$ cat src/common/hrs_cfg.svh
// addresses, field positions, reset values and sizes of the sensor register block
`ifndef HRS_CFG_SVH
`define HRS_CFG_SVH
// register addresses
`define HRS_A_STATUS1 8'h00
`define HRS_A_IRQ_EN1 8'h02
`define HRS_A_WR_IDX 8'h04
`define HRS_A_LOST 8'h05
`define HRS_A_RD_IDX 8'h06
`define HRS_A_READOUT 8'h07
`define HRS_A_BUF_SETUP 8'h08
`define HRS_A_SLOT_LO 8'h09
`define HRS_A_SLOT_HI 8'h0A
`define HRS_A_SYS_CTRL 8'h0D
`define HRS_A_SAMP_ONE 8'h0E
`define HRS_A_SAMP_TWO 8'h0F
`define HRS_A_PROX_THR 8'h10
`define HRS_A_EM_ONE 8'h11
`define HRS_A_EM_THREE 8'h13
`define HRS_A_EM_RANGE 8'h14
`define HRS_A_EM_PROX 8'h15
`define HRS_A_IDENTITY 8'hFF
// positions in the five-flag vector
`define HRS_F_NEAR_FULL 4
`define HRS_F_NEW_SAMPLE 3
`define HRS_F_AMBIENT 2
`define HRS_F_PROX 1
`define HRS_F_SUPPLY 0
// enable bits, stored as byte bits 7:4
`define HRS_EN_HI 7
`define HRS_EN_LO 4
`define HRS_E_PROX 0
// buffer_setup fields
`define HRS_B_CLR_ON_READ 6
`define HRS_B_OVERWRITE 4
`define HRS_B_THR_HI 3
`define HRS_B_THR_LO 0
// system_ctrl bits
`define HRS_B_BUF_EN 2
`define HRS_B_PWR_DOWN 1
`define HRS_B_SOFT_RST 0
// reset values and writable masks
`define HRS_RST_BYTE 8'h00
`define HRS_RST_BUF_SETUP 8'h0F
`define HRS_RST_EN 4'h0
`define HRS_RST_IDX 5'h00
`define HRS_RST_FILL 6'h00
`define HRS_RST_PHASE 2'h0
`define HRS_M_BUF_SETUP 8'h7F
`define HRS_M_SAMP_TWO 8'h07
// buffer geometry
`define HRS_IDX_W 5
`define HRS_SAMPLE_W 24
`define HRS_DEPTH 6'h20
`define HRS_LOST_MAX 5'h1F
`define HRS_LAST_BYTE 2'h2
`endif

$ cat src/common/hrs_pkg.sv
// types shared by the sensor register block
package hrs_pkg;
`include "hrs_cfg.svh"
    // measurement mode, one-hot
    typedef enum logic [2:0] {
        HRS_IDLE = 3'h1,
        HRS_PROX = 3'h2,
        HRS_RATE = 3'h4
    } hrs_mode_t;
    typedef logic [`HRS_SAMPLE_W-1:0] hrs_sample_t;
    typedef logic [`HRS_IDX_W-1:0] hrs_idx_t;
endpackage

$ cat src/common/hrs_mem_if.sv
// carrier between the register block and its sample memory
interface hrs_mem_if;
    import hrs_pkg::*;
    logic wr_en;
    hrs_idx_t wr_addr;
    hrs_sample_t wr_data;
    hrs_idx_t rd_addr;
    hrs_sample_t rd_data;
    modport ctrl (output wr_en, output wr_addr, output wr_data, output rd_addr, input rd_data);
    modport store (input wr_en, input wr_addr, input wr_data, input rd_addr, output rd_data);
endinterface

$ cat src/core/hrs_sample_mem.sv
// sample memory with registered read data
`include "hrs_cfg.svh"
module hrs_sample_mem
    import hrs_pkg::*;
(
    // clock and reset
    input wire logic ref_clk,
    input wire logic rst_n,
    // memory port
    hrs_mem_if.store bus
);
    hrs_sample_t cells [0:`HRS_DEPTH-1];

    // write port, no reset on the array
    always_ff @(posedge ref_clk) begin
        if (bus.wr_en) begin
            cells[bus.wr_addr] <= bus.wr_data;
        end
    end

    // read data follows the read address one cycle later
    always_ff @(posedge ref_clk or negedge rst_n) begin
        if (!rst_n) begin
            bus.rd_data <= '0;
        end else begin
            bus.rd_data <= cells[bus.rd_addr];
        end
    end
endmodule // hrs_sample_mem

$ cat src/core/hrs_regmap.sv
// register map, event flags and sample buffer control of the sensor
`include "hrs_cfg.svh"
// What this block does
// set near-full when free space reaches threshold
// readout read clears near-full if option set
// status read clears near-full and proximity flags
// heart-rate mode stored sample sets new-sample
// status or readout read clears new-sample
// heart-rate mode ambient cancel limit sets overflow flag
// status read clears ambient overflow flag
// proximity count above threshold sets proximity flag
// proximity masked: start straight into sampling
// undervoltage sets supply-low flag
// soft reset never sets supply-low
// status read clears supply-low flag
// four 4-bit slot sources in two registers
// flags other than supply-low reach interrupt only when enabled
// write index advances once per stored sample
// lost samples counted, saturating at 0x1F
// interrupt pin pulled low while enabled flag
module hrs_regmap
    import hrs_pkg::*;
#(
    parameter logic [7:0] IDENTITY_CODE = 8'h5A // arbitrary value
) (
    // clock and reset
    input wire logic ref_clk,
    input wire logic rst_n,
    // register port
    input wire logic [7:0] reg_addr,
    input wire logic [7:0] reg_wdata,
    input wire logic reg_wr,
    input wire logic reg_rd,
    output logic [7:0] reg_rdata,
    output logic reg_rvalid,
    // front end events
    input wire logic sample_valid,
    input wire logic [`HRS_SAMPLE_W-1:0] sample_data,
    input wire logic [7:0] proximity_count,
    input wire logic ambient_limit,
    input wire logic undervoltage_lockout,
    // controls toward the front end
    output logic [15:0] slot_sources,
    output logic power_down,
    output logic proximity_active,
    output logic heart_rate_active,
    output logic [7:0] emitter_drive,
    // open-drain interrupt pin
    output logic interrupt_out_n_o,
    output logic interrupt_out_n_oe
);
    hrs_mode_t mode, next_mode;
    logic [4:0] flag, flag_set, flag_clr;
    logic [3:0] irq_en;
    logic [7:0] buffer_setup, slot_select_low, slot_select_high, system_ctrl;
    logic [7:0] sampling_setup_one, sampling_setup_two, proximity_threshold;
    logic [7:0] emitter_one_amplitude, emitter_three_amplitude, emitter_current_range;
    logic [7:0] proximity_emitter_amplitude, next_rdata;
    hrs_idx_t buffer_write_index, buffer_read_index, next_wr_idx, next_rd_idx;
    logic [5:0] fill, next_fill;
    logic [4:0] lost_sample_count;
    logic [1:0] byte_phase;
    logic ambient_prev, start_pend, slots_on;
    logic rd_status, rd_readout, soft_rst, wr_wr_idx, wr_rd_idx, ptr_wr;
    logic push, full, pop, store, roll, lost_ev, near_ev, prox_cross, ambient_ev;

    hrs_mem_if mem_bus ();

    hrs_sample_mem u_mem (
        .ref_clk(ref_clk),
        .rst_n(rst_n),
        .bus(mem_bus.store)
    );

    // access decode
    assign rd_status = reg_rd && (reg_addr == `HRS_A_STATUS1);
    assign rd_readout = reg_rd && (reg_addr == `HRS_A_READOUT);
    assign soft_rst = reg_wr && (reg_addr == `HRS_A_SYS_CTRL) && reg_wdata[`HRS_B_SOFT_RST];
    assign wr_wr_idx = reg_wr && (reg_addr == `HRS_A_WR_IDX) && !soft_rst;
    assign wr_rd_idx = reg_wr && (reg_addr == `HRS_A_RD_IDX) && !soft_rst;
    assign ptr_wr = wr_wr_idx || wr_rd_idx;

    // configuration registers, soft reset restores defaults
    always_ff @(posedge ref_clk or negedge rst_n) begin
        if (!rst_n) begin
            irq_en <= `HRS_RST_EN;
            buffer_setup <= `HRS_RST_BUF_SETUP;
            slot_select_low <= `HRS_RST_BYTE;
            slot_select_high <= `HRS_RST_BYTE;
            system_ctrl <= `HRS_RST_BYTE;
            sampling_setup_one <= `HRS_RST_BYTE;
            sampling_setup_two <= `HRS_RST_BYTE;
            proximity_threshold <= `HRS_RST_BYTE;
            emitter_one_amplitude <= `HRS_RST_BYTE;
            emitter_three_amplitude <= `HRS_RST_BYTE;
            emitter_current_range <= `HRS_RST_BYTE;
            proximity_emitter_amplitude <= `HRS_RST_BYTE;
        end else if (soft_rst) begin
            irq_en <= `HRS_RST_EN;
            buffer_setup <= `HRS_RST_BUF_SETUP;
            slot_select_low <= `HRS_RST_BYTE;
            slot_select_high <= `HRS_RST_BYTE;
            system_ctrl <= `HRS_RST_BYTE;
            sampling_setup_one <= `HRS_RST_BYTE;
            sampling_setup_two <= `HRS_RST_BYTE;
            proximity_threshold <= `HRS_RST_BYTE;
            emitter_one_amplitude <= `HRS_RST_BYTE;
            emitter_three_amplitude <= `HRS_RST_BYTE;
            emitter_current_range <= `HRS_RST_BYTE;
            proximity_emitter_amplitude <= `HRS_RST_BYTE;
        end else if (reg_wr) begin
            case (reg_addr)
                `HRS_A_IRQ_EN1: irq_en <= reg_wdata[`HRS_EN_HI:`HRS_EN_LO];
                `HRS_A_BUF_SETUP: buffer_setup <= reg_wdata & `HRS_M_BUF_SETUP;
                `HRS_A_SLOT_LO: slot_select_low <= reg_wdata;
                `HRS_A_SLOT_HI: slot_select_high <= reg_wdata;
                `HRS_A_SYS_CTRL: system_ctrl <= reg_wdata & ~(`HRS_RST_BYTE | 8'h01);
                `HRS_A_SAMP_ONE: sampling_setup_one <= reg_wdata;
                `HRS_A_SAMP_TWO: sampling_setup_two <= reg_wdata & `HRS_M_SAMP_TWO;
                `HRS_A_PROX_THR: proximity_threshold <= reg_wdata;
                `HRS_A_EM_ONE: emitter_one_amplitude <= reg_wdata;
                `HRS_A_EM_THREE: emitter_three_amplitude <= reg_wdata;
                `HRS_A_EM_RANGE: emitter_current_range <= reg_wdata;
                `HRS_A_EM_PROX: proximity_emitter_amplitude <= reg_wdata;
                default: ;
            endcase
        end
    end

    // slot one in low nibble of the low register through slot four in high nibble of the high one
    assign slot_sources = {slot_select_high, slot_select_low};
    assign power_down = system_ctrl[`HRS_B_PWR_DOWN];
    assign slots_on = (slot_sources != 16'h0000);

    // a slot write starts a measurement two cycles later
    always_ff @(posedge ref_clk or negedge rst_n) begin
        if (!rst_n) begin
            start_pend <= 1'b0;
        end else begin
            start_pend <= reg_wr && !soft_rst && ((reg_addr == `HRS_A_SLOT_LO) || (reg_addr == `HRS_A_SLOT_HI));
        end
    end

    // mode sequencing
    assign prox_cross = (mode == HRS_PROX) && sample_valid && (proximity_count > proximity_threshold);
    always_comb begin
        next_mode = mode;
        case (mode)
            HRS_IDLE: next_mode = HRS_IDLE;
            HRS_PROX: if (prox_cross) begin
                next_mode = HRS_RATE;
            end
            HRS_RATE: next_mode = HRS_RATE;
            default: next_mode = HRS_IDLE;
        endcase
        if (start_pend && slots_on) begin
            next_mode = irq_en[`HRS_E_PROX] ? HRS_PROX : HRS_RATE;
        end
        if (soft_rst || power_down || !slots_on) begin
            next_mode = HRS_IDLE;
        end
    end

    // mode register and the mode-dependent outputs
    always_ff @(posedge ref_clk or negedge rst_n) begin
        if (!rst_n) begin
            mode <= HRS_IDLE;
            proximity_active <= 1'b0;
            heart_rate_active <= 1'b0;
            emitter_drive <= `HRS_RST_BYTE;
        end else begin
            mode <= next_mode;
            proximity_active <= (next_mode == HRS_PROX);
            heart_rate_active <= (next_mode == HRS_RATE);
            emitter_drive <= (next_mode == HRS_PROX) ? proximity_emitter_amplitude : emitter_one_amplitude;
        end
    end

    // buffer traffic; a pop makes room for a push in the same cycle
    assign push = (mode == HRS_RATE) && sample_valid && system_ctrl[`HRS_B_BUF_EN] && !ptr_wr && !soft_rst;
    assign full = (fill == `HRS_DEPTH);
    assign pop = rd_readout && (byte_phase == `HRS_LAST_BYTE) && (fill != `HRS_RST_FILL) && !ptr_wr;
    assign store = push && (!full || pop || buffer_setup[`HRS_B_OVERWRITE]);
    assign roll = push && full && !pop && buffer_setup[`HRS_B_OVERWRITE];
    assign lost_ev = push && full && !pop;
    assign next_wr_idx = buffer_write_index + {4'h0, store};
    assign next_rd_idx = buffer_read_index + {4'h0, pop} + {4'h0, roll};
    assign next_fill = fill + {5'h00, store && !roll} - {5'h00, pop};
    assign near_ev = store && !roll && (next_fill == (`HRS_DEPTH - {2'h0, buffer_setup[`HRS_B_THR_HI:`HRS_B_THR_LO]}));

    // memory hookup
    assign mem_bus.wr_en = store;
    assign mem_bus.wr_addr = buffer_write_index;
    assign mem_bus.wr_data = sample_data;
    assign mem_bus.rd_addr = buffer_read_index;

    // indices and fill level; host writes to an index resync the fill
    always_ff @(posedge ref_clk or negedge rst_n) begin
        if (!rst_n) begin
            buffer_write_index <= `HRS_RST_IDX;
            buffer_read_index <= `HRS_RST_IDX;
            fill <= `HRS_RST_FILL;
        end else if (soft_rst) begin
            buffer_write_index <= `HRS_RST_IDX;
            buffer_read_index <= `HRS_RST_IDX;
            fill <= `HRS_RST_FILL;
        end else if (wr_wr_idx) begin
            buffer_write_index <= reg_wdata[`HRS_IDX_W-1:0];
            fill <= {1'b0, 5'(reg_wdata[`HRS_IDX_W-1:0] - buffer_read_index)};
        end else if (wr_rd_idx) begin
            buffer_read_index <= reg_wdata[`HRS_IDX_W-1:0];
            fill <= {1'b0, 5'(buffer_write_index - reg_wdata[`HRS_IDX_W-1:0])};
        end else begin
            buffer_write_index <= next_wr_idx;
            buffer_read_index <= next_rd_idx;
            fill <= next_fill;
        end
    end

    // lost sample counter, saturating
    always_ff @(posedge ref_clk or negedge rst_n) begin
        if (!rst_n) begin
            lost_sample_count <= `HRS_RST_IDX;
        end else if (soft_rst || wr_rd_idx) begin
            lost_sample_count <= `HRS_RST_IDX;
        end else if (lost_ev && (lost_sample_count != `HRS_LOST_MAX)) begin
            lost_sample_count <= lost_sample_count + 5'h01;
        end
    end

    // byte position within a three-byte sample
    always_ff @(posedge ref_clk or negedge rst_n) begin
        if (!rst_n) begin
            byte_phase <= `HRS_RST_PHASE;
        end else if (soft_rst || ptr_wr) begin
            byte_phase <= `HRS_RST_PHASE;
        end else if (rd_readout) begin
            byte_phase <= (byte_phase == `HRS_LAST_BYTE) ? `HRS_RST_PHASE : byte_phase + 2'h1;
        end
    end

    // ambient edge detect
    always_ff @(posedge ref_clk or negedge rst_n) begin
        if (!rst_n) begin
            ambient_prev <= 1'b0;
        end else begin
            ambient_prev <= ambient_limit;
        end
    end
    assign ambient_ev = (mode == HRS_RATE) && ambient_limit && !ambient_prev;

    // flag set and clear terms
    assign flag_set[`HRS_F_NEAR_FULL] = near_ev;
    assign flag_set[`HRS_F_NEW_SAMPLE] = store;
    assign flag_set[`HRS_F_AMBIENT] = ambient_ev;
    assign flag_set[`HRS_F_PROX] = prox_cross;
    assign flag_set[`HRS_F_SUPPLY] = undervoltage_lockout;
    assign flag_clr[`HRS_F_NEAR_FULL] = rd_status || soft_rst || (rd_readout && buffer_setup[`HRS_B_CLR_ON_READ]);
    assign flag_clr[`HRS_F_NEW_SAMPLE] = rd_status || rd_readout || soft_rst;
    assign flag_clr[`HRS_F_AMBIENT] = rd_status || soft_rst;
    assign flag_clr[`HRS_F_PROX] = rd_status || soft_rst;
    assign flag_clr[`HRS_F_SUPPLY] = rd_status;

    // sticky flags, a set wins over a clear in the same cycle
    genvar gi;
    generate
        for (gi = 0; gi < 5; gi++) begin : g_flag
            always_ff @(posedge ref_clk or negedge rst_n) begin
                if (!rst_n) begin
                    flag[gi] <= 1'b0;
                end else if (flag_set[gi]) begin
                    flag[gi] <= 1'b1;
                end else if (flag_clr[gi]) begin
                    flag[gi] <= 1'b0;
                end
            end
        end
    endgenerate

    // read data mux
    always_comb begin
        case (reg_addr)
            `HRS_A_STATUS1: next_rdata = {flag[4:1], 3'h0, flag[`HRS_F_SUPPLY]};
            `HRS_A_IRQ_EN1: next_rdata = {irq_en, 4'h0};
            `HRS_A_WR_IDX: next_rdata = {3'h0, buffer_write_index};
            `HRS_A_LOST: next_rdata = {3'h0, lost_sample_count};
            `HRS_A_RD_IDX: next_rdata = {3'h0, buffer_read_index};
            `HRS_A_READOUT: case (byte_phase)
                2'h0: next_rdata = mem_bus.rd_data[23:16];
                2'h1: next_rdata = mem_bus.rd_data[15:8];
                default: next_rdata = mem_bus.rd_data[7:0];
            endcase
            `HRS_A_BUF_SETUP: next_rdata = buffer_setup;
            `HRS_A_SLOT_LO: next_rdata = slot_select_low;
            `HRS_A_SLOT_HI: next_rdata = slot_select_high;
            `HRS_A_SYS_CTRL: next_rdata = system_ctrl;
            `HRS_A_SAMP_ONE: next_rdata = sampling_setup_one;
            `HRS_A_SAMP_TWO: next_rdata = sampling_setup_two;
            `HRS_A_PROX_THR: next_rdata = proximity_threshold;
            `HRS_A_EM_ONE: next_rdata = emitter_one_amplitude;
            `HRS_A_EM_THREE: next_rdata = emitter_three_amplitude;
            `HRS_A_EM_RANGE: next_rdata = emitter_current_range;
            `HRS_A_EM_PROX: next_rdata = proximity_emitter_amplitude;
            `HRS_A_IDENTITY: next_rdata = IDENTITY_CODE;
            default: next_rdata = `HRS_RST_BYTE;
        endcase
    end

    // read answer one cycle after the strobe
    always_ff @(posedge ref_clk or negedge rst_n) begin
        if (!rst_n) begin
            reg_rdata <= `HRS_RST_BYTE;
            reg_rvalid <= 1'b0;
        end else begin
            reg_rdata <= reg_rd ? next_rdata : reg_rdata;
            reg_rvalid <= reg_rd;
        end
    end

    // open-drain interrupt, supply-low has no enable and always reaches the pin
    assign interrupt_out_n_o = 1'b0;
    always_ff @(posedge ref_clk or negedge rst_n) begin
        if (!rst_n) begin
            interrupt_out_n_oe <= 1'b0;
        end else begin
            interrupt_out_n_oe <= (|(flag[4:1] & irq_en)) || flag[`HRS_F_SUPPLY];
        end
    end
endmodule // hrs_regmap

$ cat config.mk
export PLATFORM = sky130hd
export DESIGN_NAME = hrs_regmap
export DESIGN_NICKNAME = d
export VERILOG_FILES = /design/src/common/hrs_pkg.sv /design/src/common/hrs_mem_if.sv /design/src/core/hrs_sample_mem.sv /design/src/core/hrs_regmap.sv
export VERILOG_INCLUDE_DIRS = /design/src /design/src/common
export SDC_FILE = /design/constraint.sdc
export NUM_CORES = 1
export LEC_CHECK = 0
export ABC_AREA = 1
export BUFFER_PORTS_ARGS = -buffer_cell sky130_fd_sc_hd__clkbuf_2
export CAP_MARGIN = 40
export CORE_MARGIN = 4
export CORE_UTILIZATION = 45
export CTS_BUF_LIST = sky130_fd_sc_hd__clkbuf_4 sky130_fd_sc_hd__clkbuf_8
export DETAILED_ROUTE_END_ITERATION = 16
export MAX_ROUTING_LAYER = met4
export PLACE_DENSITY = 0.62
export SLEW_MARGIN = 20
export SYNTH_ARGS = -nofsm -noshare
export SYNTH_HDL_FRONTEND = slang
export SYNTH_HIERARCHICAL = 1
export SYNTH_SLANG_ARGS = --single-unit
export TNS_END_PERCENT = 1
$ cat constraint.sdc
create_clock -name ref_clk -period 5.4 [get_ports ref_clk]
set_clock_uncertainty 0.05 [all_clocks]
set_input_delay 0.81 -clock ref_clk [delete_from_list [all_inputs] [get_ports ref_clk]]
set_output_delay 0.81 -clock ref_clk [all_outputs]
set_load 0.005 [all_outputs]
# Word-level counts from Yosys, hierarchy flattened
# Memories as Yosys holds them, arrays and structs flattened. A register that Yosys moved wholly into a read port is not among the register bits.
# Cells that the tools add are included.
[op_classes]
add_sub_neg = 10
mul = 0
n_div = 0
n_lt_le_gt_ge = 1
eq_ne = 28
n_shift = 0
n_mux = 69
bitwise_logic = 1
reduce_logical = 88
[ops]
columns = ["cell", "count"]
rows = [
  ["2-to-1 mux 8 bit", 34],
  ["one-hot mux 8 bit (18 select lines)", 1],
  ["== test 8 x 4 -> 1 bit, second input constant", 6],
  ["== test 8 x 5 -> 1 bit, second input constant", 5],
  ["2-to-1 mux 5 bit", 8],
  ["nonzero test 2 bit", 20],
  ["== test 8 x 3 -> 1 bit, second input constant", 4],
  ["logical AND 1 bit", 30],
  ["AND reduction 2 bit", 12],
  ["2-to-1 mux 6 bit", 3],
  ["one-hot mux 8 bit (2 select lines)", 1],
  ["nonzero test 16 bit", 1],
  ["adder 5 x 1 -> 5 bit", 3],
  ["logical OR 1 bit", 13],
  ["2-to-1 mux 3 bit", 4],
  ["2-to-1 mux 4 bit", 3],
  ["2-to-1 mux 1 bit", 11],
  ["subtractor 5 bit", 2],
  ["== test 8 x 2 -> 1 bit, second input constant", 1],
  ["== test 8 bit, second input constant", 1],
  ["> comparator 8 bit", 1],
  ["logical NOT 1 bit", 8],
  ["logical NOT 8 bit", 1],
  ["adder 6 x 1 -> 6 bit", 1],
  ["other kinds (19)", 23],
]
[totals]
register_bits = 145
latchBits = 0
mem_bits_rw = 768
mem_bits_ro = 0
inputBits = 55
out_inout_bits = 38
word_cells = 229
n_memories = 1
[memory_table]
columns = ["name", "words", "width", "rd", "rd_ports_with_merged_regs", "wr", "line", "text"]
rows = [
  ["u_mem.cells", 32, 24, 1, 1, 1, "hrs_sample_mem.sv:12", "hrs_sample_t cells [0:`HRS_DEPTH-1];"],
]

# Longest topological paths before layout
[logic_depth]
word_depth = 19
mapped_depth = 23
ltp_nobuf = 22

# Hierarchy
# The synthesis kept the hierarchy.
[by_module_without_submodules]
columns = ["mod", "instances", "cells_per_inst", "area_per_inst_um2", "seq_area_each_um2"]
rows = [
  ["hrs_sample_mem", 1, 2665, 31880.6, 23662.7],
  ["hrs_regmap", 1, 1090, 8087.8, 3459.6],
]

# Worst setup path before layout
# Ideal clock, no wire load.
[synth_path]
kind = "input port to flip-flop"
startpoint = "input reg_addr[5]"
endpoint = "memory u_mem/cells[31][0] (netlist name) (enable)"
setup_time_ns = 0.405
arrival_ns = 3.425
path_slack_ns = 1.520
stages = 10
n_path_buf = 1
path_cell_list = "nor2_1 > nand2_1 > buf_2 > nor2_4 > nand2_1 > nor2_2 > nor2_2 > a21oi_1 > nand3_1 > nor2_1"
[synth_between]
elab_chain_len = 13
[synth_rtl]
columns = ["element", "line", "text"]
rows = [
  ["start, declared", "hrs_regmap.sv:30", "input wire logic [7:0] reg_addr,"],
  ["== test 8 x 4 -> 1 bit", "--", ""],
  ["logical AND 1 bit (2 in a row)", "hrs_regmap.sv:78", "assign soft_rst = reg_wr && (reg_addr == `HRS_A_SYS_CTRL) && reg_wdata[`HRS_B_SOFT_RST];"],
  ["logical NOT 1 bit", "hrs_regmap.sv:79, hrs_regmap.sv:80, hrs_regmap.sv:180", ""],
  ["logical AND 1 bit, on equally long branches", "hrs_regmap.sv:79, hrs_regmap.sv:80", ""],
  ["logical OR 1 bit", "hrs_regmap.sv:81", "assign ptr_wr = wr_wr_idx || wr_rd_idx;"],
  ["logical NOT 1 bit", "hrs_regmap.sv:180, hrs_regmap.sv:182", ""],
  ["logical AND 1 bit", "hrs_regmap.sv:182", "assign pop = rd_readout && (byte_phase == `HRS_LAST_BYTE) && (fill != `HRS_RST_FILL) && !ptr_wr;"],
  ["logical OR 1 bit (2 in a row)", "hrs_regmap.sv:183", "assign store = push && (!full || pop || buffer_setup[`HRS_B_OVERWRITE]);"],
  ["logical AND 1 bit *", "hrs_regmap.sv:183", ""],
  ["via mem_bus.wr_en", "hrs_mem_if.sv:4", "logic wr_en;"],
  ["2-to-1 mux 1 bit *", "hrs_sample_mem.sv:16", "if (bus.wr_en) begin"],
  ["2-to-1 mux 1 bit (not written as such) *", "hrs_sample_mem.sv:17", "cells[bus.wr_addr] <= bus.wr_data;"],
  ["end, declared", "hrs_sample_mem.sv:12", ""],
]
# Mark *: on every way through the listed nets, which the timed path passes. The rest lies on a longest branch.

# Final worst setup path
[layout_path]
startpoint = "input reg_addr[7]"
endpoint = "memory u_mem/cells[3][0] (netlist name) (enable)"
# Same word-level chain as after synthesis.

==> results.toml <==
[floorplan]
die_h_microns = 306
core_area_sq_mm = 0.0882
initial_core_util_pct = 45.3
ios = 93
die_area_sq_mm = 0.0937
die-width_microns = 306
num_rows = 109

[detailed_routing]
drt_iter0_drc = 2738
dr.pass1.iters = 8
antenna_left = 0
vias = 27900
avgRoutedWirePerCell_microns = 21.2
via_per_inst = 5.41
routed_wl_mm = 109
drc = 0

[cts]
numCtsBuffers = 153
post_cts_buffers = 0
clock_latency_ns = 0.82
cts_tree = "yes"
h-tree-depth = 4
clock_sinks = 930
cts-resized-gates = 0
clock_path_buffers = 3
clkSlewWorstSetupHoldPaths_ns = 0.05
cts-root-buf = "clkbuf_8"

[run_status]
status = "finished, final reports clean"

[yosys]
netlist_instances = 3755
syn_avg_cell_area_sq_um = 10.6
synth_area_leaders = "edfxtp_1 58%, nand2_1 13%, dfrtp_1 9.8%"
yosysMostFrequentCell = "nand2_1"
synth_edf_count = 768
yosysUniqueCellTypes = 46
yosysWarnings = 6
synth_seq_cells = 930
async_flop_share_pct = 17.4
yosysSeqAreaShare_pct = 67.9
synth_common_cells = "1426 x nand2_1, 768 x edfxtp_1, 711 x nand3_1"
yosysTopAreaCell = "edfxtp_1"
yosysTopAreaCellShare_pct = 57.7
synth_area_sq_mm = 0.0400
synth_flop_cell = "edfxtp_1"
syn_nets = 3845

[layout]
stdcell_area_sq_mm = 0.0450
nFillCells = 7806
syn_to_final_growth_pct = 12.6
nets = 3958
seq_area_sq_mm = 0.0271
multi_input_area_sq_mm = 0.0114
utilization_pct = 51.0
drive_gt1_share_pct = 11.9

[placed_design]
hpwlAfterDp_mm = 65.8
place_area_sq_mm = 0.0414
gp_congestion = 0.935
io_buffers = 91

[sta]
drv_slew = 0
worstMarginPinSlew_ns = 0.927
hold_viol = 0
setup_viol = 0
period_share_pct = 66.3
layout_min_cycle_time_ns = 3.58
fmax_mhz = 279
max_slew_margin_pct = 38.2
setup_tns_ns = 0
rsz0062_at_grt = "no"

[power]
vdd_drop_max_mv = 0.262
cellLeakagePower_nw = 17.7
p_per_area_mw_per_mm2 = 355

[setup_path]
setup.worst_path.class = "in2reg"
endpoint_kind = "register"
critPathMaxFanout = 24
worstPathArrival_ns = 3.95
reg2reg_depth = 10
setup.worst_path.start_class = "primary input"
cp_data_required_time_ns = 5.77

[grt]
grt_antenna_before_repair = 2
grt_usage_pct = 23.7
grt_pass1_wl_mm = 164
grt_max_degree = 173
overflow = 0
grt_pass1_vias = 26500

[min_path]
hold_path_class = "in2reg"
worstHoldPathCells = 1

[flow_run]
drv_cap = 0
==> path summary, 6_finish.rpt <==
path | from | end | slack [ns]
worst min-delay path | ambient_limit | ambient_prev | 0.08
worst max register to register | buffer_read_index[0] | u_mem/bus.rd_data[3] | 1.90
worst max-delay path | reg_addr[7] | u_mem/cells[3][0] | 1.82
worst min register to register | reg_rdata[5] | reg_rdata[5] | 0.43
max in group asynchronous | rst_n | mode[0] | 4.25
min in group asynchronous | rst_n | u_mem/bus.rd_data[6] | 0.37
==> cell usage in the layout (no fill, tap or decap), types with 29 or more instances in the layout <==
cell type  netlist  final
clkbuf_2         1     90
clkbuf_4         0     54
clkbuf_8         0    161
clkinv_1         0     29
dfrtp_1        157    153
edfxtp_1       768    768
ha_1            31     31
inv_1          100     99
nand2_1       1426   1426
nand3_1        711    711
nand4_1         30     30
nor2_1         109     77
nor2_4           3     35
o21ai_0         60     60
o21ai_1         52     52
==> sequential cells by signal, summed over array words and instances (netlist names), 5 cells and up <==
name                         cells
buffer_write_index               5
slot_select_high                 8
lost_sample_count                5
proximity_threshold              8
flag                             5
buffer_read_index                5
proximity_emitter_amplitude      8
u_mem/cells                    768
system_ctrl                      7
fill                             6
buffer_setup                     7
sampling_setup_one               8
emitter_drive                    8
slot_select_low                  8
emitter_current_range            8
reg_rdata                        8
emitter_one_amplitude            8
u_mem/bus.rd_data               24
emitter_three_amplitude          8
==> worst max-delay path: stages <==
cell	delay (ns)
clkbuf_2	0.09
nor2_2	0.15
nand2_1	0.29
nor2_4	0.30
nand2_1	0.18
nor2_2	0.28
nor2_2	0.14
a21oi_1	0.59
nand3_1	0.15
buf_4	0.25
nor2_4	0.69
==> per-stage QoR <==
| stage | power (mW) | instances | hold slack (ns) | worst slack, ns |
|---|---|---|---|---|
| 2_1_floorplan | 9.37 | 3755 | 0.392 | 1.52 |
| 3_3_place_gp | 10.0 | 4846 | 0.418 | 1.01 |
| 6_report | 16.0 | 5152 | 0.0781 | 1.82 |
| 5_1_grt | 16.7 | 5150 | 0.0353 | 1.58 |
| 3_5_place_dp | 10.0 | 4852 | 0.420 | 1.03 |
| 4_1_cts | 16.1 | 5123 | 0.0165 | 1.89 |
==> repair_timing <==
item | CTS | global route
hold endpoints to repair | 18 | 0
hold buffers | 1 | 0
endpoints found under the setup margin | 0 | 0
==> final cells by class <==
| class | instances | area share [%] |
|---|---|---|
| diodes | 4 | 0.0222 |
| clock buffers | 215 | 5.83 |
| inverters | 115 | 1.01 |
| flip-flops and latches | 930 | 60.3 |
| clock inverters | 55 | 0.793 |
| multi-input cells | 2518 | 25.4 |
| well taps | 1165 | 3.24 |
| repair buffers | 150 | 3.36 |
==> kinds of logic (layout without fill, tap and decap cells) <==
group / after synthesis / count (layout) / share of synthesized area (%)
other: 1 / 5 / 0.00938
flip-flops: 930 / 930 / 67.9
AO/OA/AOI/OAI: 149 / 149 / 1.93
buffers and inverters: 307 / 535 / 4.10
AND/OR/NAND/NOR: 2314 / 2314 / 24.5
adder cells (fa/ha/maj): 35 / 35 / 1.17
XOR/XNOR: 19 / 19 / 0.416
==> layer usage <==
metal	vias up	track usage, %	share of wire, %
met5	-	-	0
met1	13500	31.4	42
met3	197	3.56	6.6
met2	1018	37.7	48
met4	0	8.23	3.1
li1	13100	-	-
==> where the power goes <==
| group | internal, mW | switching, mW |
|---|---|---|
| logic | 0.543 | 1.35 |
| registers | 7.91 | 0.126 |
| clock network | 3.20 | 2.84 |
| total | 11.7 | 4.32 |
Note: power is estimated with default switching activity, not from simulation.
